==> src/hw/ocmc_pkg.sv <==
// package: register map, field layout and mute encodings for output channel mute control
package ocmc_pkg;
	localparam int          OCMC_CHANNELS       = 8;
	localparam int          OCMC_LEVEL_CHANNELS = 4;
	localparam int          OCMC_FIRST_LEVEL_CH = 4;
	localparam logic [3:0]  OCMC_ADDR_LEVEL     = 4'h0;
	localparam logic [3:0]  OCMC_ADDR_ENABLE    = 4'h4;
	localparam logic [3:0]  OCMC_ADDR_STATUS    = 4'h8;
	localparam logic [3:0]  OCMC_ADDR_MODE      = 4'hc;
	localparam logic [7:0]  OCMC_LEVEL_RESET    = 8'h55;
	localparam logic [7:0]  OCMC_ENABLE_RESET   = 8'hff;
	localparam logic [7:0]  OCMC_MODE_RESET     = 8'h00;
	localparam logic [31:0] OCMC_UNMAPPED_DATA  = 32'h00000000;
	localparam int          OCMC_LEVEL_W        = 2;

	typedef enum logic [1:0] {
		OCMC_LVL_BYPASS = 2'h0,
		OCMC_LVL_ONE    = 2'h1,
		OCMC_LVL_TWO    = 2'h2,
		OCMC_LVL_THREE  = 2'h3
	} ocmc_level_e;

	// per-leg drive of one output driver
	typedef struct packed {
		logic running;
		logic powerDown;
		logic forceHighP;
		logic forceLowP;
		logic forceHighN;
		logic forceLowN;
	} ocmc_drive_s;

	typedef enum logic [1:0] {
		OCMC_BUS_IDLE = 2'b01,
		OCMC_BUS_ACK  = 2'b10
	} ocmc_bus_e;
endpackage
==> src/hw/ocmc_output_mute.sv <==
// output channel mute control: avalon-mm registers and per-channel driver mute decode
// Contract
// - channel 4 mute level is a two-bit read-write field at bits 1:0, reset to 1.
// - the mute level shapes the muted driver, and level zero (bypass) stops muting from happening at all.
// - differential mode levels are bypass, power down to common mode, force high, force low.
// - cmos mode levels are bypass, n leg low, p leg low, both legs low.
// - eight read-write auto-disable bits, channel n at bit n, each reset to 1.
// - an enabled channel is disabled while the selected source is invalid, unless its mute level is zero.
// - a channel whose auto-disable bit is zero keeps running regardless of the source.
// - each channel's automatic mute is independent of every other channel.
// - channels 5, 6 and 7 mute levels sit at bits 3:2, 5:4, 7:6, reset to 1, same encoding.
`timescale 1ns/1ns
module ocmc_output_mute
	import ocmc_pkg::*;
#(
	parameter int CHANNELS = OCMC_CHANNELS
) (
	input  wire logic                 clk,
	input  wire logic                 rst_n,
	input  wire logic [3:0]           address,
	input  wire logic                 read,
	input  wire logic                 write,
	input  wire logic [31:0]          writedata,
	input  wire logic [3:0]           byteenable,
	output logic      [31:0]          readdata,
	output logic                      waitrequest,
	input  wire logic                 sourceInvalid,
	output logic      [CHANNELS-1:0]  channelMuted,
	output ocmc_drive_s [CHANNELS-1:0] channelDrive
);

	// drive word of a driver that runs normally
	localparam ocmc_drive_s DRIVE_NORMAL = ocmc_drive_s'(6'h20);

	logic [7:0]                 levelReg_ff;
	logic [7:0]                 enableReg_ff;
	logic [7:0]                 cmosMode_ff;
	logic [31:0]                readdata_ff;
	logic                       waitrequest_ff;
	ocmc_bus_e                  busState_ff;
	logic [CHANNELS-1:0]        muted_ff;
	ocmc_drive_s [CHANNELS-1:0] drive_ff;

	// one request is taken per idle cycle; its answer stands for exactly one cycle
	wire         request   = read | write;
	wire         busIdle   = busState_ff == OCMC_BUS_IDLE;
	wire         busAccept = request & busIdle;
	wire         hitLevel  = address == OCMC_ADDR_LEVEL;
	wire         hitEnable = address == OCMC_ADDR_ENABLE;
	wire         hitStatus = address == OCMC_ADDR_STATUS;
	wire         hitMode   = address == OCMC_ADDR_MODE;
	wire         lowLane   = byteenable[0];
	wire         wrLevel   = busAccept & write & hitLevel & lowLane;
	wire         wrEnable  = busAccept & write & hitEnable & lowLane;
	wire         wrMode    = busAccept & write & hitMode & lowLane;
	// writes land at the edge that accepts the request
	wire [7:0]   nxt_levelReg  = wrLevel  ? writedata[7:0] : levelReg_ff;
	wire [7:0]   nxt_enableReg = wrEnable ? writedata[7:0] : enableReg_ff;
	wire [7:0]   nxt_cmosMode  = wrMode   ? writedata[7:0] : cmosMode_ff;
	wire [31:0]  nxt_readdata = hitLevel  ? {24'h000000, levelReg_ff} :
	                            hitEnable ? {24'h000000, enableReg_ff} :
	                            hitStatus ? {24'h000000, muted_ff[7:0]} :
	                            hitMode   ? {24'h000000, cmosMode_ff} : OCMC_UNMAPPED_DATA;
	// read data is captured at acceptance and held until the next request
	wire [31:0]  nxt_readHold = busAccept ? nxt_readdata : readdata_ff;
	wire ocmc_bus_e nxt_busState = busAccept ? OCMC_BUS_ACK : OCMC_BUS_IDLE;
	wire         nxt_waitrequest = ~busAccept;

	assign waitrequest = waitrequest_ff;
	assign readdata    = readdata_ff;
	assign channelMuted = muted_ff;
	assign channelDrive = drive_ff;

	always_ff @(posedge clk or negedge rst_n) begin
		if (!rst_n) begin
			busState_ff    <= OCMC_BUS_IDLE;
			waitrequest_ff <= 1'b1;
			readdata_ff    <= OCMC_UNMAPPED_DATA;
			levelReg_ff    <= OCMC_LEVEL_RESET;
			enableReg_ff   <= OCMC_ENABLE_RESET;
			cmosMode_ff    <= OCMC_MODE_RESET;
		end else begin
			busState_ff    <= nxt_busState;
			waitrequest_ff <= nxt_waitrequest;
			readdata_ff    <= nxt_readHold;
			levelReg_ff    <= nxt_levelReg;
			enableReg_ff   <= nxt_enableReg;
			cmosMode_ff    <= nxt_cmosMode;
		end
	end

	// channels below the first level field have no field of their own and mute at level one
	genvar ch;
	generate
		for (ch = 0; ch < CHANNELS; ch++) begin : g_chan
			localparam bit HAS_LEVEL = ch >= OCMC_FIRST_LEVEL_CH &&
			                           ch < OCMC_FIRST_LEVEL_CH + OCMC_LEVEL_CHANNELS;
			wire         muteNow = enableReg_ff[ch] & sourceInvalid;
			wire         isCmos  = cmosMode_ff[ch];
			ocmc_level_e lvl;
			ocmc_drive_s diffDrive;
			ocmc_drive_s cmosDrive;
			if (HAS_LEVEL) begin : g_lvl
				assign lvl = ocmc_level_e'(levelReg_ff[(ch-OCMC_FIRST_LEVEL_CH)*OCMC_LEVEL_W
				             +: OCMC_LEVEL_W]);
			end else begin : g_fix
				assign lvl = OCMC_LVL_ONE;
			end
			// level zero leaves the driver alone even while the mute condition holds
			wire         applyMute = muteNow & (lvl != OCMC_LVL_BYPASS);
			wire ocmc_drive_s nxt_drive = !applyMute ? DRIVE_NORMAL :
			                              isCmos     ? cmosDrive : diffDrive;

			// differential driver: power down, or hold a static level on both legs
			always_comb begin
				case (lvl)
					OCMC_LVL_BYPASS: begin
						diffDrive.running    = 1'b1;
						diffDrive.powerDown  = 1'b0;
						diffDrive.forceHighP = 1'b0;
						diffDrive.forceLowP  = 1'b0;
						diffDrive.forceHighN = 1'b0;
						diffDrive.forceLowN  = 1'b0;
					end
					OCMC_LVL_ONE: begin
						diffDrive.running    = 1'b0;
						diffDrive.powerDown  = 1'b1;
						diffDrive.forceHighP = 1'b0;
						diffDrive.forceLowP  = 1'b0;
						diffDrive.forceHighN = 1'b0;
						diffDrive.forceLowN  = 1'b0;
					end
					OCMC_LVL_TWO: begin
						diffDrive.running    = 1'b0;
						diffDrive.powerDown  = 1'b0;
						diffDrive.forceHighP = 1'b1;
						diffDrive.forceLowP  = 1'b0;
						diffDrive.forceHighN = 1'b0;
						diffDrive.forceLowN  = 1'b1;
					end
					OCMC_LVL_THREE: begin
						diffDrive.running    = 1'b0;
						diffDrive.powerDown  = 1'b0;
						diffDrive.forceHighP = 1'b0;
						diffDrive.forceLowP  = 1'b1;
						diffDrive.forceHighN = 1'b1;
						diffDrive.forceLowN  = 1'b0;
					end
					default: begin
						diffDrive.running    = 1'b1;
						diffDrive.powerDown  = 1'b0;
						diffDrive.forceHighP = 1'b0;
						diffDrive.forceLowP  = 1'b0;
						diffDrive.forceHighN = 1'b0;
						diffDrive.forceLowN  = 1'b0;
					end
				endcase
			end

			// cmos driver: a leg that is not forced low keeps toggling
			always_comb begin
				case (lvl)
					OCMC_LVL_BYPASS: begin
						cmosDrive.running    = 1'b1;
						cmosDrive.powerDown  = 1'b0;
						cmosDrive.forceHighP = 1'b0;
						cmosDrive.forceLowP  = 1'b0;
						cmosDrive.forceHighN = 1'b0;
						cmosDrive.forceLowN  = 1'b0;
					end
					OCMC_LVL_ONE: begin
						cmosDrive.running    = 1'b1;
						cmosDrive.powerDown  = 1'b0;
						cmosDrive.forceHighP = 1'b0;
						cmosDrive.forceLowP  = 1'b0;
						cmosDrive.forceHighN = 1'b0;
						cmosDrive.forceLowN  = 1'b1;
					end
					OCMC_LVL_TWO: begin
						cmosDrive.running    = 1'b1;
						cmosDrive.powerDown  = 1'b0;
						cmosDrive.forceHighP = 1'b0;
						cmosDrive.forceLowP  = 1'b1;
						cmosDrive.forceHighN = 1'b0;
						cmosDrive.forceLowN  = 1'b0;
					end
					OCMC_LVL_THREE: begin
						cmosDrive.running    = 1'b0;
						cmosDrive.powerDown  = 1'b0;
						cmosDrive.forceHighP = 1'b0;
						cmosDrive.forceLowP  = 1'b1;
						cmosDrive.forceHighN = 1'b0;
						cmosDrive.forceLowN  = 1'b1;
					end
					default: begin
						cmosDrive.running    = 1'b1;
						cmosDrive.powerDown  = 1'b0;
						cmosDrive.forceHighP = 1'b0;
						cmosDrive.forceLowP  = 1'b0;
						cmosDrive.forceHighN = 1'b0;
						cmosDrive.forceLowN  = 1'b0;
					end
				endcase
			end

			// registered so the drive follows the inputs one cycle later
			always_ff @(posedge clk or negedge rst_n) begin
				if (!rst_n) begin
					muted_ff[ch] <= 1'b0;
					drive_ff[ch] <= DRIVE_NORMAL;
				end else begin
					muted_ff[ch] <= applyMute;
					drive_ff[ch] <= nxt_drive;
				end
			end
		end
	endgenerate

endmodule // ocmc_output_mute

==> config.mk <==
export PLATFORM = sky130hd
export DESIGN_NAME = ocmc_output_mute
export DESIGN_NICKNAME = d
export VERILOG_FILES = /design/src/hw/ocmc_pkg.sv /design/src/hw/ocmc_output_mute.sv
export SDC_FILE = /design/constraint.sdc
export NUM_CORES = 1
export LEC_CHECK = 0
export ABC_AREA = 1
export BUFFER_PORTS_ARGS = -buffer_cell sky130_fd_sc_hd__buf_4
export CORE_MARGIN = 2
export CORE_UTILIZATION = 53
export CTS_CLUSTER_SIZE = 24
export DETAILED_ROUTE_END_ITERATION = 8
export PLACE_DENSITY = 0.94
export SLEW_MARGIN = 30
export SYNTH_ARGS = -nofsm -noshare
export SYNTH_HDL_FRONTEND = slang
export SYNTH_SLANG_ARGS = --single-unit
==> constraint.sdc <==
create_clock -name clk -period 3.09 [get_ports clk]
set_input_delay 0.309 -clock clk [delete_from_list [all_inputs] [get_ports clk]]
set_output_delay 0.309 -clock clk [all_outputs]
set_load 0.005 [all_outputs]
# --- After elaboration in Yosys (flattened, before gate mapping) ---
# Cells that the tools add are included.
totals:
  reg_bits: 115
  out_inout_bits: 89
classes:
  n_eq_ne: 16
  mux: 29
  n_bitwise: 22
  n_reduce_logical: 9
op_table:
  columns: ["cell", "n"]
  rows:
  - ["$pmux 6 s4", 8]
  - ["$mux 6", 16]
  - ["$mux 8", 4]
  - ["$and 1x1->1", 20]
  - ["$eq 2x2->1 const B", 8]
  - ["$eq 2x1->1 const B", 5]
  - ["$eq 4x4->1 const B", 2]
  - ["$logic_not 2->1", 4]
  - ["$reduce_bool 2->1", 4]
  - ["$eq 4x3->1 const B", 1]
  - ["$logic_not 4->1", 1]
  - ["$mux 2", 1]
  - ["$not 1->1", 1]
  - ["$or 1x1->1", 1]

# --- Logic depth before layout (Yosys ltp) ---
# Gate-level depths: netlist of run 1.
logic_depth:
  depth_word: 5
  depth_mapped: 8

# --- Least setup slack after synthesis of run 1 ---
# No wires, ideal clock.
synth_timing:
  path_type: "register to register"
  start: "register busState_ff[0]"
  end: "register levelReg_ff[5]"
  setup_ns: 0.118
  arrival_time_ns: 1.219
  required_time_ns: 2.972
  slack_ns: 1.752
  stages_incl_launch_ff: 7
  n_path_buf: 1
  period_less_slack_ns: 1.338
  cell_sequence: "dfstp_2 -> nand2_1 -> nor2_4 -> nand4_4 -> buf_6 -> nand2_1 -> o21ai_2"
synth_via:
  elab_chain_cells: 5
synth_rtl:
  columns: ["item", "line", "source"]
  rows:
  - ["from (decl)", "ocmc_output_mute.sv:40", "ocmc_bus_e busState_ff;"]
  - ["from (signal assigned)", "ocmc_output_mute.sv:83", "busState_ff <= nxt_busState;"]
  - ["$eq 2x1->1", "ocmc_output_mute.sv:46", "wire busIdle = busState_ff == OCMC_BUS_IDLE;"]
  - ["$and 1x1->1", "ocmc_output_mute.sv:47", "wire busAccept = request & busIdle;"]
  - ["$and 1x1->1 (3 in series)", "ocmc_output_mute.sv:53", "wire wrLevel = busAccept & write & hitLevel & lowLane;"]
  - ["to (signal assigned)", "ocmc_output_mute.sv:86", "levelReg_ff <= nxt_levelReg;"]
  - ["to (decl)", "ocmc_output_mute.sv:35", "logic [7:0] levelReg_ff;"]
# No other way between the ends.
# A chain may end at the register's enable or synchronous reset.

# --- Worst setup path in the final report of run 1 ---
layout_timing:
  start: "register busState_ff[0]"
  end: "register readdata_ff[2], in the netlist readdata[2]"
layout_via:
  elab_chain_cells: 2
layout_rtl:
  columns: ["item", "line", "source"]
  rows:
  - ["$eq 2x1->1", "ocmc_output_mute.sv:46", null]
  - ["$and 1x1->1", "ocmc_output_mute.sv:47", null]
  - ["to (signal assigned)", "ocmc_output_mute.sv:85", "readdata_ff <= nxt_readHold;"]
  - ["to (decl)", "ocmc_output_mute.sv:38", "logic [31:0] readdata_ff;"]
# No other way between the ends.

==> reports/summary.json, run 1 <==
{
  "placement": {
    "gp_congestion": 0.863,
    "port_buffers": 70,
    "hpwl_um": 4870
  },
  "global_routing": {
    "grt_antenna_before_repair": 0,
    "grt_util_all_layers_pct": 20.8,
    "grt_overflow": 0,
    "grt_start_max_net_pins": 79,
    "grt_first_pass_wirelength_um": 11700,
    "via_count_of_the_first_global_routing_pass": 2447
  },
  "power": {
    "power_uw": 2660,
    "vdd_ir_drop_max_mv": 0.558,
    "static-leakage-power_uw": 0.00206,
    "powerDensity_nw_per_um2": 650
  },
  "sta": {
    "finalMaxSlewViolations": 0,
    "fin_tns_setup_ns": 0,
    "fin_skew_ns": 0.00703,
    "max-slew-margin-rel_pct": 45.4,
    "period_needed_ns": 1.72,
    "worst_slew_pin_slew_ns": 0.817,
    "finalSetupViolations": 0,
    "max_clk_rate_ghz": 0.582,
    "hold-worst-slack_ns": -0.0247,
    "finalCritPeriodShare_pct": 55.7,
    "finalHoldViolations": 32,
    "unrepaired_setup_endpoints_after_global_routing": "false"
  },
  "routing": {
    "drt-wirelength-per-cell_um": 13.6,
    "dr.first_iter.drc_count": 230,
    "drc": 0,
    "antenna_violating_nets_post_route": 0,
    "detail_route.first_pass.iterations": 5,
    "vias_per_cell": 4.95,
    "route.final.wire_length_um": 7040,
    "count_of_vias_placed_by_the_detailed_router": 2557
  },
  "yosys": {
    "muxShareOfSynthArea_pct": 0,
    "cell_count_after_synthesis": 363,
    "synth_area_per_cell_um2": 9.63,
    "synth.cell_area_um2": 3500,
    "xor_xnor_share_of_the_synthesized_area_pct": 0,
    "area_share_of_fa_ha_maj_cells_after_synthesis_pct": 0,
    "post_synth_main_area_contributors": "sky130_fd_sc_hd__dfrtp_1, sky130_fd_sc_hd__dfstp_2, sky130_fd_sc_hd__buf_4",
    "combinational_family_with_the_most_area_after_synthesis": "simple AND/OR/NAND/NOR gates",
    "synth_top_cell_area_share_pct": 40.8,
    "synth-seq-area-share_pct": 56.6,
    "synth-compound-area-share_pct": 6.66,
    "count_of_yosys_warnings_during_synthesis": 0,
    "ys_seq_elements": 78,
    "netlist.top_cell.by_area": "sky130_fd_sc_hd__dfrtp_1",
    "post_synth_num_cell_types": 23,
    "synth_simple_gate_area_share_pct": 21.8
  },
  "status": {
    "run_status": "complete, but fails checks",
    "failing_checks": "hold timing"
  },
  "setup_path": {
    "arrival_ns": 1.95,
    "critPathSlowestCell": "sky130_fd_sc_hd__nor2_2",
    "startpoint_type": "flop",
    "critPathKind": "reg2reg",
    "critical-path-max-stage-delay_ns": 0.56,
    "critical_path.max_fanout": 18,
    "worstSetupEndpointType": "flop",
    "crit_chain": "nand2_1 > nor2_2 > nand2_1 > nor2_1 > nor2_1",
    "cp.required_ns": 3.32
  },
  "layout": {
    "number_of_nets_in_the_finished_design": 480,
    "area.growth.synth_to_final_pct": 17.1,
    "num_antenna_cells": 0,
    "drive_gt1_share_pct": 30.2,
    "post-route-util_pct": 64.5
  },
  "floorplan": {
    "fp.coreArea_um2": 6350,
    "die-width_um": 85.2,
    "io_pins": 134,
    "die_y_um": 85.2,
    "count_of_standard_cell_rows": 29,
    "floorplan.initialDensity_pct": 55.1,
    "fp.dieArea_um2": 7260
  },
  "clock_tree": {
    "worst_setup_hold_path_clk_slew_ns": 0.07,
    "cts.path.max_buffers": 2,
    "cts.repair_timing.setup_buffer_count": 0,
    "clock-root-buffer": "sky130_fd_sc_hd__clkbuf_8",
    "cts.hold.buffers_added": 0,
    "tritoncts.num_buffers": 9,
    "tritoncts": "done",
    "cts_repair_resize_count": 0,
    "insertion_delay_ns": 0.35,
    "cts_htree_levels": 3,
    "clkSinkCount": 78
  },
  "job": {
    "drv.max_cap_violation_count": 0
  },
  "worst_hold_path": {
    "timing.hold.worst.class": "in2async"
  }
}
synthesized netlist by cell type:
| cell type | n |
|---|---|
| sky130_fd_sc_hd__nand3_1 | 36 |
| sky130_fd_sc_hd__nand2_1 | 48 |
| sky130_fd_sc_hd__a21oi_1 | 5 |
| sky130_fd_sc_hd__buf_2 | 1 |
| sky130_fd_sc_hd__buf_4 | 37 |
| sky130_fd_sc_hd__dfstp_2 | 21 |
| sky130_fd_sc_hd__nor4_1 | 4 |
| sky130_fd_sc_hd__inv_2 | 3 |
| sky130_fd_sc_hd__o21ai_2 | 16 |
| sky130_fd_sc_hd__nand3_4 | 2 |
| sky130_fd_sc_hd__conb_1 | 1 |
| sky130_fd_sc_hd__nor2_2 | 4 |
| sky130_fd_sc_hd__nand4_4 | 1 |
| sky130_fd_sc_hd__inv_1 | 42 |
| sky130_fd_sc_hd__nor3_1 | 4 |
| sky130_fd_sc_hd__dfrtp_1 | 57 |
| sky130_fd_sc_hd__nor2_4 | 3 |
| sky130_fd_sc_hd__nor2_1 | 51 |
| sky130_fd_sc_hd__a22oi_1 | 1 |
| sky130_fd_sc_hd__buf_6 | 6 |
| sky130_fd_sc_hd__o21ai_0 | 4 |
| sky130_fd_sc_hd__nand4_1 | 8 |
| sky130_fd_sc_hd__o21ai_1 | 8 |
path summary, 6_finish.rpt:
check,start,end,slack (ns),cells past startpoint
max in group asynchronous,rst_n,channelDrive[25],2.65,1
worst min-delay path,rst_n,readdata[4],-0.02,1
min in group clk,writedata[5],cmosMode_ff[5],0.17,3
worst max-delay path,busState_ff[0],readdata[2],1.37,5
worst max register to register,busState_ff[0],readdata[2],1.37,5
worst min register to register,cmosMode_ff[3],channelDrive[22],0.48,1
area by class of cell:
cell class                 instances  area [um2]
multi-input combinational        231        1130
sequential                        78        1980
tap                               77        96.3
fill                             502        2260
inverter                          45         169
timing repair buffer              70         529
clock buffer                      16         190
power breakdown:
part | internal [uW] | total (uW) | switching, uW
registers | 1210 | 1350 | 131
clock network | 382 | 722 | 340
logic | 246 | 595 | 349
total | 1840 | 2660 | 819
kinds of logic (layout without fill, tap and decap cells):
family | after synthesis | after routing
compound gates | 34 | 34
buf+inv | 89 | 131
flops | 78 | 78
other cells | 1 | 36
simple gates | 161 | 161
critical path, delay by kind of cell (launching register included):
| family | cells | cell delay [ns] |
|---|---|---|
| simple gates | 5 | 1.08 |
| flops | 1 | 0.53 |
metal layers:
metal	vias to the layer above	routed length [um]	global-route usage [%]
met1	1203	2800	27.2
met4	0	132	8.95
li1	1232	-	-
met3	15	577	6.42
met5	-	0	0
met2	107	3530	32.3
flip-flops by register name, indices dropped and copies added (netlist names):
| name | count |
|---|---|
| busState_ff | 2 |
| levelReg_ff | 8 |
| cmosMode_ff | 8 |
| channelDrive | 36 |
| enableReg_ff | 8 |
| channelMuted | 8 |
| readdata | 8 |
layout by cell type, fill, tap and decap left out, types with 13 or more instances in the layout:
cell type,count
sky130_fd_sc_hd__nor2_1,51
sky130_fd_sc_hd__dfstp_2,21
sky130_fd_sc_hd__o21ai_2,16
sky130_fd_sc_hd__buf_4,69
sky130_fd_sc_hd__clkbuf_8,13
sky130_fd_sc_hd__inv_1,42
sky130_fd_sc_hd__conb_1,36
sky130_fd_sc_hd__dfrtp_1,57
sky130_fd_sc_hd__nand3_1,36
sky130_fd_sc_hd__nand2_1,48
per-stage QoR:
stage | setup WS [ns] | hold WS, ns | instance area (um2) | cells
finish | 1.37 | -0.0247 | 4090 | 517
floorplan | 1.75 | 0.0134 | 3630 | 398
global route | 1.31 | 0.0288 | 4090 | 517
global placement | 1.34 | 0.457 | 3900 | 501
CTS | 1.39 | 0.139 | 4090 | 517
detailed placement | 1.28 | 0.473 | 3900 | 501
No activity file was read; power rests on OpenSTA's default activity.
==> run 2, diff against run 1 <==
- ABC_AREA: 1 -> 0
- CORE_UTILIZATION: 53 -> 49
- PLACE_DENSITY: 0.94 -> 0.88
- clock period: 3.09 -> 1.8 ns (I/O delays scaled with it)
==> run 2 against run 1 <==
Total power up 81%. The flow now finishes without violations. Largest power group unchanged. Highest routed layer unchanged. Routed wire length down 1.8%. Combinational power up 65%. First-iteration DRC count down 44%. Global-route usage down 2.0 points.
==> reports/summary.json, run 2 <==
{
  "clock_tree": {
    "tritoncts.num_buffers": {"value": 9, "change": "unchanged"},
    "cts_repair_resize_count": {"value": 0, "change": "unchanged"},
    "insertion_delay": {"value": 0.35, "unit": "ns", "change": "about the same"},
    "worst_setup_hold_path_clk_slew": {"value": 0.08, "unit": "ns", "change": "about the same"},
    "clkSinkCount": {"value": 78, "change": "unchanged"},
    "clock-root-buffer": "sky130_fd_sc_hd__clkbuf_8",
    "cts_htree_levels": {"value": 3, "change": "unchanged"},
    "tritoncts": "done",
    "cts.repair_timing.setup_buffer_count": {"value": 0, "change": "unchanged"},
    "cts.path.max_buffers": {"value": 2, "change": "unchanged"}
  },
  "setup_path": {
    "r2r-start": "busState_ff[0]",
    "worstSetupEndpointType": "flop",
    "arrival": {"value": 1.91, "unit": "ns", "change": "-0.04 ns"},
    "critPathSlowestCell": "sky130_fd_sc_hd__dfstp_2",
    "critical_path.max_fanout": {"value": 8, "change": "-10"},
    "critical-path-max-stage-delay": {"value": 0.54, "unit": "ns", "change": "-0.02 ns"},
    "cp.required": {"value": 2.04, "unit": "ns", "change": "-1.28 ns"},
    "startpoint_type": "flop",
    "crit_path_start": "busState_ff[0]",
    "critPathKind": "reg2reg",
    "crit_chain": "and4b_1 > nand4_2 > mux2_2"
  },
  "placement": {
    "preCtsSetupSlack": {"value": 0.169, "unit": "ns", "change": "-1.11 ns"},
    "hpwl": {"value": 4620, "unit": "um", "change": "-5.2%"},
    "gp_congestion": {"value": 0.789, "change": "-8.6%"},
    "port_buffers": {"value": 70, "change": "unchanged"},
    "numPlacedInstances": {"value": 441, "change": "-12%"}
  },
  "power": {
    "vdd_ir_drop_max": {"value": 0.512, "unit": "mV", "change": "-8.3%"},
    "static-leakage-power": {"value": 0.00207, "unit": "uW", "change": "+0.12%"},
    "powerDensity": {"value": 1160, "unit": "nW/um2", "change": "+79%"}
  },
  "routing": {
    "detail_route.first_pass.iterations": {"value": 4, "change": "-1"},
    "vias_per_cell": {"value": 5.01, "change": "+1.4%"},
    "route.final.wire_length": {"value": 6910, "unit": "um", "change": "-1.8%"},
    "count_of_vias_placed_by_the_detailed_router": {"value": 2296, "change": "-10%"},
    "dr.first_iter.drc_count": {"value": 128, "change": "-44%"},
    "drt-wirelength-per-cell": {"value": 15.1, "unit": "um", "change": "+11%"},
    "antenna_violating_nets_post_route": {"value": 0, "change": "unchanged"},
    "drc": {"value": 0, "change": "unchanged"}
  },
  "worst_hold_path": {
    "min_from": "writedata[7]",
    "timing.hold.worst.class": "in2reg"
  },
  "yosys": {
    "netlist.top_cell.by_area": "sky130_fd_sc_hd__dfrtp_1",
    "synth.top_cells.by_count": "sky130_fd_sc_hd__dfrtp_1, sky130_fd_sc_hd__buf_4, sky130_fd_sc_hd__dfstp_2, sky130_fd_sc_hd__mux2_2, sky130_fd_sc_hd__nor2_1",
    "synth-seq-area-share": {"value": 57.8, "unit": "%", "change": "+1.2 points"},
    "cell_count_after_synthesis": {"value": 285, "change": "-21%"},
    "post-synth-top-count-cell": "sky130_fd_sc_hd__dfrtp_1",
    "async_flop_share": {"value": 100, "unit": "%", "change": "unchanged"},
    "synth_area_per_cell": {"value": 12.0, "unit": "um2", "change": "+25%"},
    "post_synth_main_area_contributors": "sky130_fd_sc_hd__dfrtp_1, sky130_fd_sc_hd__dfstp_2, sky130_fd_sc_hd__buf_4",
    "yosys_most_used_dff": "sky130_fd_sc_hd__dfrtp_1",
    "synth.cell_area": {"value": 3420, "unit": "um2", "change": "-2.1%"},
    "synth_top_cell_area_share": {"value": 41.7, "unit": "%", "change": "+0.88 points"},
    "synth_edf_count": {"value": 0, "change": "unchanged"},
    "post_synth_num_cell_types": {"value": 38, "change": "+65%"},
    "count_of_yosys_warnings_during_synthesis": {"value": 0, "change": "unchanged"},
    "ys_seq_elements": {"value": 78, "change": "unchanged"}
  },
  "floorplan": {
    "count_of_standard_cell_rows": {"value": 30, "change": "+3.4%"},
    "io_pins": {"value": 134, "change": "unchanged"},
    "fp.dieArea": {"value": 7670, "unit": "um2", "change": "+5.6%"},
    "floorplan.initialDensity": {"value": 50.4, "unit": "%", "change": "-4.7 points"},
    "fp.coreArea": {"value": 6790, "unit": "um2", "change": "+7.0%"},
    "die_y": {"value": 87.6, "unit": "um", "change": "+2.8%"},
    "die-width": {"value": 87.6, "unit": "um", "change": "+2.8%"}
  },
  "layout": {
    "final_common_cell": "sky130_fd_sc_hd__buf_4",
    "seqCellArea": {"value": 1980, "unit": "um2", "change": "unchanged"},
    "final-instance-count-excl-fill": {"value": 458, "change": "-11%"},
    "fill_cells": {"value": 547, "change": "+9.0%"},
    "area.growth.synth_to_final_pct": 20.9,
    "num_antenna_cells": {"value": 0, "change": "unchanged"},
    "multi_input_area": {"value": 1180, "unit": "um2", "change": "+4.5%"},
    "most_frequent_cells_in_the_layout": "sky130_fd_sc_hd__buf_4, sky130_fd_sc_hd__dfrtp_1, sky130_fd_sc_hd__conb_1",
    "number_of_nets_in_the_finished_design": {"value": 402, "change": "-16%"},
    "number_of_flip_flops_in_the_largest_register": {"value": 36, "change": "unchanged"},
    "drive_gt1_share": {"value": 39.0, "unit": "%", "change": "+8.7 points"}
  },
  "status": {
    "run_status": "finished clean"
  },
  "global_routing": {
    "grt_start_max_net_pins": {"value": 45, "change": "-43%"},
    "grt_first_pass_wirelength": {"value": 10800, "unit": "um", "change": "-7.6%"},
    "grt_overflow": {"value": 0, "change": "unchanged"},
    "grt_antenna_before_repair": {"value": 0, "change": "unchanged"},
    "grt_util_all_layers": {"value": 18.9, "unit": "%", "change": "-2.0 points"},
    "via_count_of_the_first_global_routing_pass": {"value": 2203, "change": "-10%"}
  },
  "sta": {
    "worst_slack": {"value": 0.125, "unit": "ns", "change": "-1.25 ns"},
    "fin_tns_setup": {"value": 0, "unit": "ns", "change": "unchanged"},
    "unrepaired_setup_endpoints_after_global_routing": "false",
    "finalCritPeriodShare": {"value": 93.1, "unit": "%", "change": "+37 points"},
    "max_clk_rate": {"value": 0.597, "unit": "GHz", "change": "+2.7%"},
    "period_needed": {"value": 1.68, "unit": "ns", "change": "-0.0446 ns"},
    "finalSetupViolations": {"value": 0, "change": "unchanged"},
    "finalMaxSlewViolations": {"value": 0, "change": "unchanged"},
    "fin_skew": {"value": 0.00567, "unit": "ns", "change": "-0.00136 ns"},
    "finalHoldViolations": {"value": 0, "change": "-100%"}
  },
  "job": {
    "drv.max_cap_violation_count": {"value": 0, "change": "unchanged"}
  }
}
run 2: changes by cell type after synthesis, moves of 10 or more:
cell	previous run	this run
sky130_fd_sc_hd__nor2_1	51	16
sky130_fd_sc_hd__nand2_1	48	14
sky130_fd_sc_hd__inv_1	42	10
sky130_fd_sc_hd__nand3_1	36	8
sky130_fd_sc_hd__mux2_2	0	16
sky130_fd_sc_hd__o21ai_2	16	0
sky130_fd_sc_hd__clkbuf_1	0	10
run 2: final cells by class:
type / count / area share [%]
Sequential cell: 78 / 47.8
Multi-Input combinational cell: 180 / 28.5
Timing Repair Buffer: 77 / 14.3
Clock buffer: 11 / 3.42
Tap cell: 96 / 2.90
Clock inverter: 5 / 2.00
Inverter: 11 / 0.998
run 2: worst max-delay path: cells and delay by family (launching register included):
family | cells | cell delay (ns)
multiplexers | 1 | 0.40
flip-flops | 1 | 0.54
AND/OR/NAND/NOR | 2 | 0.62
run 2: through the flow:
step | hold WS, ns | util (%) | power (uW) | area, um2
2_1_floorplan | -0.116 | - | 2950 | 3550
3_3_place_gp | 0.148 | 57.5 | 3330 | 3900
3_5_place_dp | 0.157 | 57.5 | 3380 | 3900
4_1_cts | 0.0600 | 60.9 | 4830 | 4140
5_1_grt | 0.0698 | 60.9 | 5060 | 4140
6_report | 0.0687 | 60.9 | 4820 | 4140
run 2: logic make-up (layout without fill, tap and decap cells):
kind of cell               after synthesis  count (layout)  share of synthesized area [%]
DFF                                     78              78                           57.8
xor gates and xnor gates                 3               3                          0.768
muxes                                   24              24                           8.78
and+or+nand+nor                         77              77                           12.8
buffers and inverters                   62             104                           11.5
adders and majority gates                3               3                          0.878
AOI/OAI and AO/OA                       37              37                           7.39
other                                    1              36                          0.110
run 2: timing repair:
item                                    in CTS  in global routing
endpoints found under the setup margin       0                  0
hold endpoints to repair                    24                  0
hold buffers                                 1                  0
run 2: power breakdown:
part | switching [uW] | internal (uW)
registers | 279 | 2110
logic | 446 | 535
clock network | 631 | 818
run 2: worst paths after layout:
kind / to / slack, ns / cells after the start
setup / recovery: cmosMode_ff[0] / 0.12 / 3
hold / removal: levelReg_ff[7] / 0.07 / 2
setup reg to reg: cmosMode_ff[0] / 0.12 / 3
hold reg to reg: channelDrive[35] / 0.50 / 1
max in group asynchronous: enableReg_ff[5] / 0.86 / 3
min in group asynchronous: cmosMode_ff[0] / 0.32 / 2
run 2: routing by layer:
| metal | track usage [%] | vias up | part of all wire [%] |
|---|---|---|---|
| met5 | 0 | - | 0 |
| met2 | 30.2 | 94 | 49 |
| li1 | - | 1051 | - |
| met3 | 4.81 | 21 | 6.4 |
| met4 | 9.37 | 0 | 3.2 |
| met1 | 23.9 | 1130 | 41 |
==> run 3, diff against run 2 <==
==> constraint.sdc (replaced) <==
create_clock -name clk -period 1.8 [get_ports clk]
set_input_delay 0.36 -clock clk [delete_from_list [all_inputs] [get_ports clk]]
set_output_delay 0.36 -clock clk [all_outputs]
set_load 0.005 [all_outputs]
==> run 3 against run 2 <==
Combinational power is 0.5% lower. First-iteration DRC count is 5.5% lower. Sequential share of layout area is 0.28 points higher. Fmax is 2.0% higher. Total power is 5.9% lower. Clock skew is 0.0051 ns higher. Routed wire length is 0.81% lower. Critical path depth stayed put. Sequential cell count stayed put. Largest cell class unchanged. Largest power group unchanged.
==> reports/summary.json, run 3 (synthesis results as in run 2) <==
{
  "placement": {
    "port_buffers": {"value": 70, "change": "unchanged"},
    "preCtsSetupSlack": {"value": 0.158, "unit": "ns", "change": "-0.0112 ns"},
    "placedInstanceArea": {"value": 3930, "unit": "um2", "change": "+0.58%"},
    "hpwl": {"value": 4780, "unit": "um", "change": "+3.5%"},
    "gp_congestion": {"value": 0.812, "change": "+2.8%"},
    "numPlacedInstances": {"value": 444, "change": "+0.68%"}
  },
  "routing": {
    "dr_wl_met3": {"value": 412, "unit": "um", "change": "-7.2%"},
    "vias_per_cell": {"value": 4.94, "change": "-1.5%"},
    "dr.first_iter.drc_count": {"value": 121, "change": "-5.5%"},
    "route.final.wire_length": {"value": 6850, "unit": "um", "change": "-0.81%"},
    "drt-wirelength-per-cell": {"value": 14.9, "unit": "um", "change": "-1.5%"},
    "count_of_vias_placed_by_the_detailed_router": {"value": 2276, "change": "-0.87%"},
    "drc": {"value": 0, "change": "unchanged"},
    "met1Wirelength": {"value": 2850, "unit": "um", "change": "unchanged"},
    "detail_route.first_pass.iterations": {"value": 4, "change": "unchanged"},
    "top_layer_used": "met4",
    "antenna_violating_nets_post_route": {"value": 0, "change": "unchanged"},
    "wl_met2": {"value": 3400, "unit": "um", "change": "+0.12%"}
  },
  "sta": {
    "max_clk_rate": {"value": 0.609, "unit": "GHz", "change": "+2.0%"},
    "period_needed": {"value": 1.64, "unit": "ns", "change": "-0.0325 ns"},
    "finalMaxSlewViolations": {"value": 0, "change": "unchanged"},
    "finalSetupViolations": {"value": 0, "change": "unchanged"},
    "fin_tns_setup": {"value": 0, "unit": "ns", "change": "unchanged"},
    "fin_skew": {"value": 0.0108, "unit": "ns", "change": "+0.00512 ns"},
    "finalCritPeriodShare": {"value": 91.3, "unit": "%", "change": "-1.8 points"},
    "unrepaired_setup_endpoints_after_global_routing": "false",
    "hold-worst-slack": {"value": 0.254, "unit": "ns", "change": "+0.185 ns"},
    "finalHoldViolations": {"value": 0, "change": "unchanged"},
    "worst_slack": {"value": 0.157, "unit": "ns", "change": "+0.0325 ns"}
  },
  "layout": {
    "num_antenna_cells": {"value": 0, "change": "unchanged"},
    "final_common_cell": "sky130_fd_sc_hd__buf_4",
    "most_frequent_cells_in_the_layout": "sky130_fd_sc_hd__buf_4, sky130_fd_sc_hd__dfrtp_1, sky130_fd_sc_hd__conb_1",
    "fill_cells": {"value": 540, "change": "-1.3%"},
    "number_of_flip_flops_in_the_largest_register": {"value": 36, "change": "unchanged"},
    "final-instance-count-excl-fill": {"value": 461, "change": "+0.66%"},
    "finalInstanceArea": {"value": 4110, "unit": "um2", "change": "-0.57%"},
    "drive_gt1_share": {"value": 39.5, "unit": "%", "change": "+0.50 points"},
    "multi_input_area": {"value": 1180, "unit": "um2", "change": "unchanged"},
    "area.growth.synth_to_final_pct": 20.2,
    "number_of_nets_in_the_finished_design": {"value": 405, "change": "+0.75%"},
    "seqCellArea": {"value": 1980, "unit": "um2", "change": "unchanged"}
  },
  "global_routing": {
    "grt_antenna_before_repair": {"value": 0, "change": "unchanged"},
    "grt_overflow": {"value": 0, "change": "unchanged"},
    "grt_util_all_layers": {"value": 19.1, "unit": "%", "change": "+0.24 points"},
    "via_count_of_the_first_global_routing_pass": {"value": 2215, "change": "+0.54%"},
    "grt_start_max_net_pins": {"value": 35, "change": "-22%"},
    "grt_first_pass_wirelength": {"value": 11000, "unit": "um", "change": "+1.5%"}
  },
  "clock_tree": {
    "tritoncts": "done",
    "tritoncts.num_buffers": {"value": 9, "change": "unchanged"},
    "clkSinkCount": {"value": 78, "change": "unchanged"},
    "worst_setup_hold_path_clk_slew": {"value": 0.08, "unit": "ns", "change": "about the same"},
    "cts_htree_levels": {"value": 3, "change": "unchanged"},
    "cts.repair_timing.setup_buffer_count": {"value": 0, "change": "unchanged"},
    "clock-root-buffer": "sky130_fd_sc_hd__clkbuf_8",
    "insertion_delay": {"value": 0.35, "unit": "ns", "change": "about the same"},
    "cts.path.max_buffers": {"value": 2, "change": "unchanged"}
  },
  "floorplan": {
    "io_pins": {"value": 134, "change": "unchanged"},
    "fp.dieArea": {"value": 7670, "unit": "um2", "change": "unchanged"},
    "die_y": {"value": 87.6, "unit": "um", "change": "unchanged"},
    "die-width": {"value": 87.6, "unit": "um", "change": "unchanged"},
    "count_of_standard_cell_rows": {"value": 30, "change": "unchanged"},
    "fp.coreArea": {"value": 6790, "unit": "um2", "change": "unchanged"},
    "floorplan.initialDensity": {"value": 50.4, "unit": "%", "change": "unchanged"}
  },
  "worst_hold_path": {
    "worstHoldPathCells": {"value": 2, "change": "unchanged"},
    "timing.hold.worst_endpoint": "levelReg_ff[2]",
    "min_from": "writedata[2]",
    "timing.hold.worst.class": "in2reg"
  },
  "power": {
    "power_switching": {"value": 1320, "unit": "uW", "change": "-2.9%"},
    "vdd_ir_drop_max": {"value": 0.513, "unit": "mV", "change": "+0.26%"},
    "static-leakage-power": {"value": 0.00207, "unit": "uW", "change": "+0.25%"},
    "share_clk_of_total_power": {"value": 25.9, "unit": "%", "change": "-4.2 points"},
    "p_seq_share": {"value": 52.6, "unit": "%", "change": "+3.1 points"},
    "power.switching_fraction": {"value": 29.1, "unit": "%", "change": "+0.90 points"},
    "powerDensity": {"value": 1100, "unit": "nW/um2", "change": "-5.3%"},
    "internal-power": {"value": 3220, "unit": "uW", "change": "-7.1%"},
    "power.share.combinational": {"value": 21.5, "unit": "%", "change": "+1.1 points"}
  },
  "setup_path": {
    "worstRegToRegCells": {"value": 3, "change": "unchanged"},
    "worstSetupEndpointType": "flop",
    "timing.rr.end": "cmosMode_ff[3]",
    "critPathKind": "reg2reg",
    "crit_path_start": "busState_ff[0]",
    "cp.required": {"value": 2.03, "unit": "ns", "change": "about the same"},
    "r2r_slack": {"value": 0.16, "unit": "ns", "change": "+0.03 ns"},
    "arrival": {"value": 1.87, "unit": "ns", "change": "-0.04 ns"},
    "startpoint_type": "flop",
    "r2r-start": "busState_ff[0]",
    "critical_path.max_fanout": {"value": 8, "change": "unchanged"}
  },
  "job": {
    "drv.max_cap_violation_count": {"value": 0, "change": "unchanged"}
  },
  "status": {
    "run_status": "finished clean"
  }
}
run 3: cell count changes in the layout (fill, tap and decap cells not counted), sizes merged:
cell / previous run / this run
buf: 76 / 79
bufinv: 2 / 0
clkbuf: 11 / 12
clkinv: 1 / 4
clkinvlp: 3 / 1
run 3: metrics by stage:
step	utilization (%)	power, uW
after floorplan	-	2950
after global placement	57.8	3330
after detailed placement	57.8	3390
after CTS	60.6	4560
after global routing	60.6	4790
final	60.6	4530
run 3: power by group through the flow:
| stage | Combinational (uW) | Sequential [uW] | Clock (uW) |
|---|---|---|---|
| 2_1_floorplan | 631 | 2320 | 0 |
| 3_3_place_gp | 945 | 2390 | 0 |
| 3_5_place_dp | 981 | 2410 | 0 |
| 4_1_cts | 985 | 2380 | 1200 |
| 5_1_grt | 1090 | 2430 | 1270 |
| 6_report | 976 | 2390 | 1170 |
run 3: timing repair:
item,in CTS,in global routing
gates resized for setup,0,0
endpoints found under the setup margin,0,0
hold endpoints to repair,21,0
hold buffers,1,0
run 3: area by class of cell:
type,count,share of cell area (%)
clock buffers,12,3.77
clock inverters,4,0.547
inverters,11,1.00
multi-input cells,180,28.7
flip-flops and latches,78,48.1
well taps,96,2.92
repair buffers,80,15.0
run 3: how the worst max path moves through the flow:
stage,slack (ns),endpoint
floorplan,0.21,levelReg_ff[1]
global placement,0.19,cmosMode_ff[1]
detailed placement,0.16,cmosMode_ff[2]
CTS,0.14,cmosMode_ff[2]
global route,0.08,cmosMode_ff[6]
finish,0.16,cmosMode_ff[3]
run 3: layer usage:
metal  global-route usage (%)  vias to the layer above
li1                         -                     1049
met1                     23.9                     1120
met2                     30.8                       92
met3                     5.18                       15
met4                     9.37                        0
met5                        0                        -
run 3: critical path, stage by stage, from the launching register on:
cell                      delay [ns]
sky130_fd_sc_hd__dfstp_2        0.54
sky130_fd_sc_hd__and4b_1        0.27
sky130_fd_sc_hd__nand4_2        0.34
sky130_fd_sc_hd__mux2_2         0.39
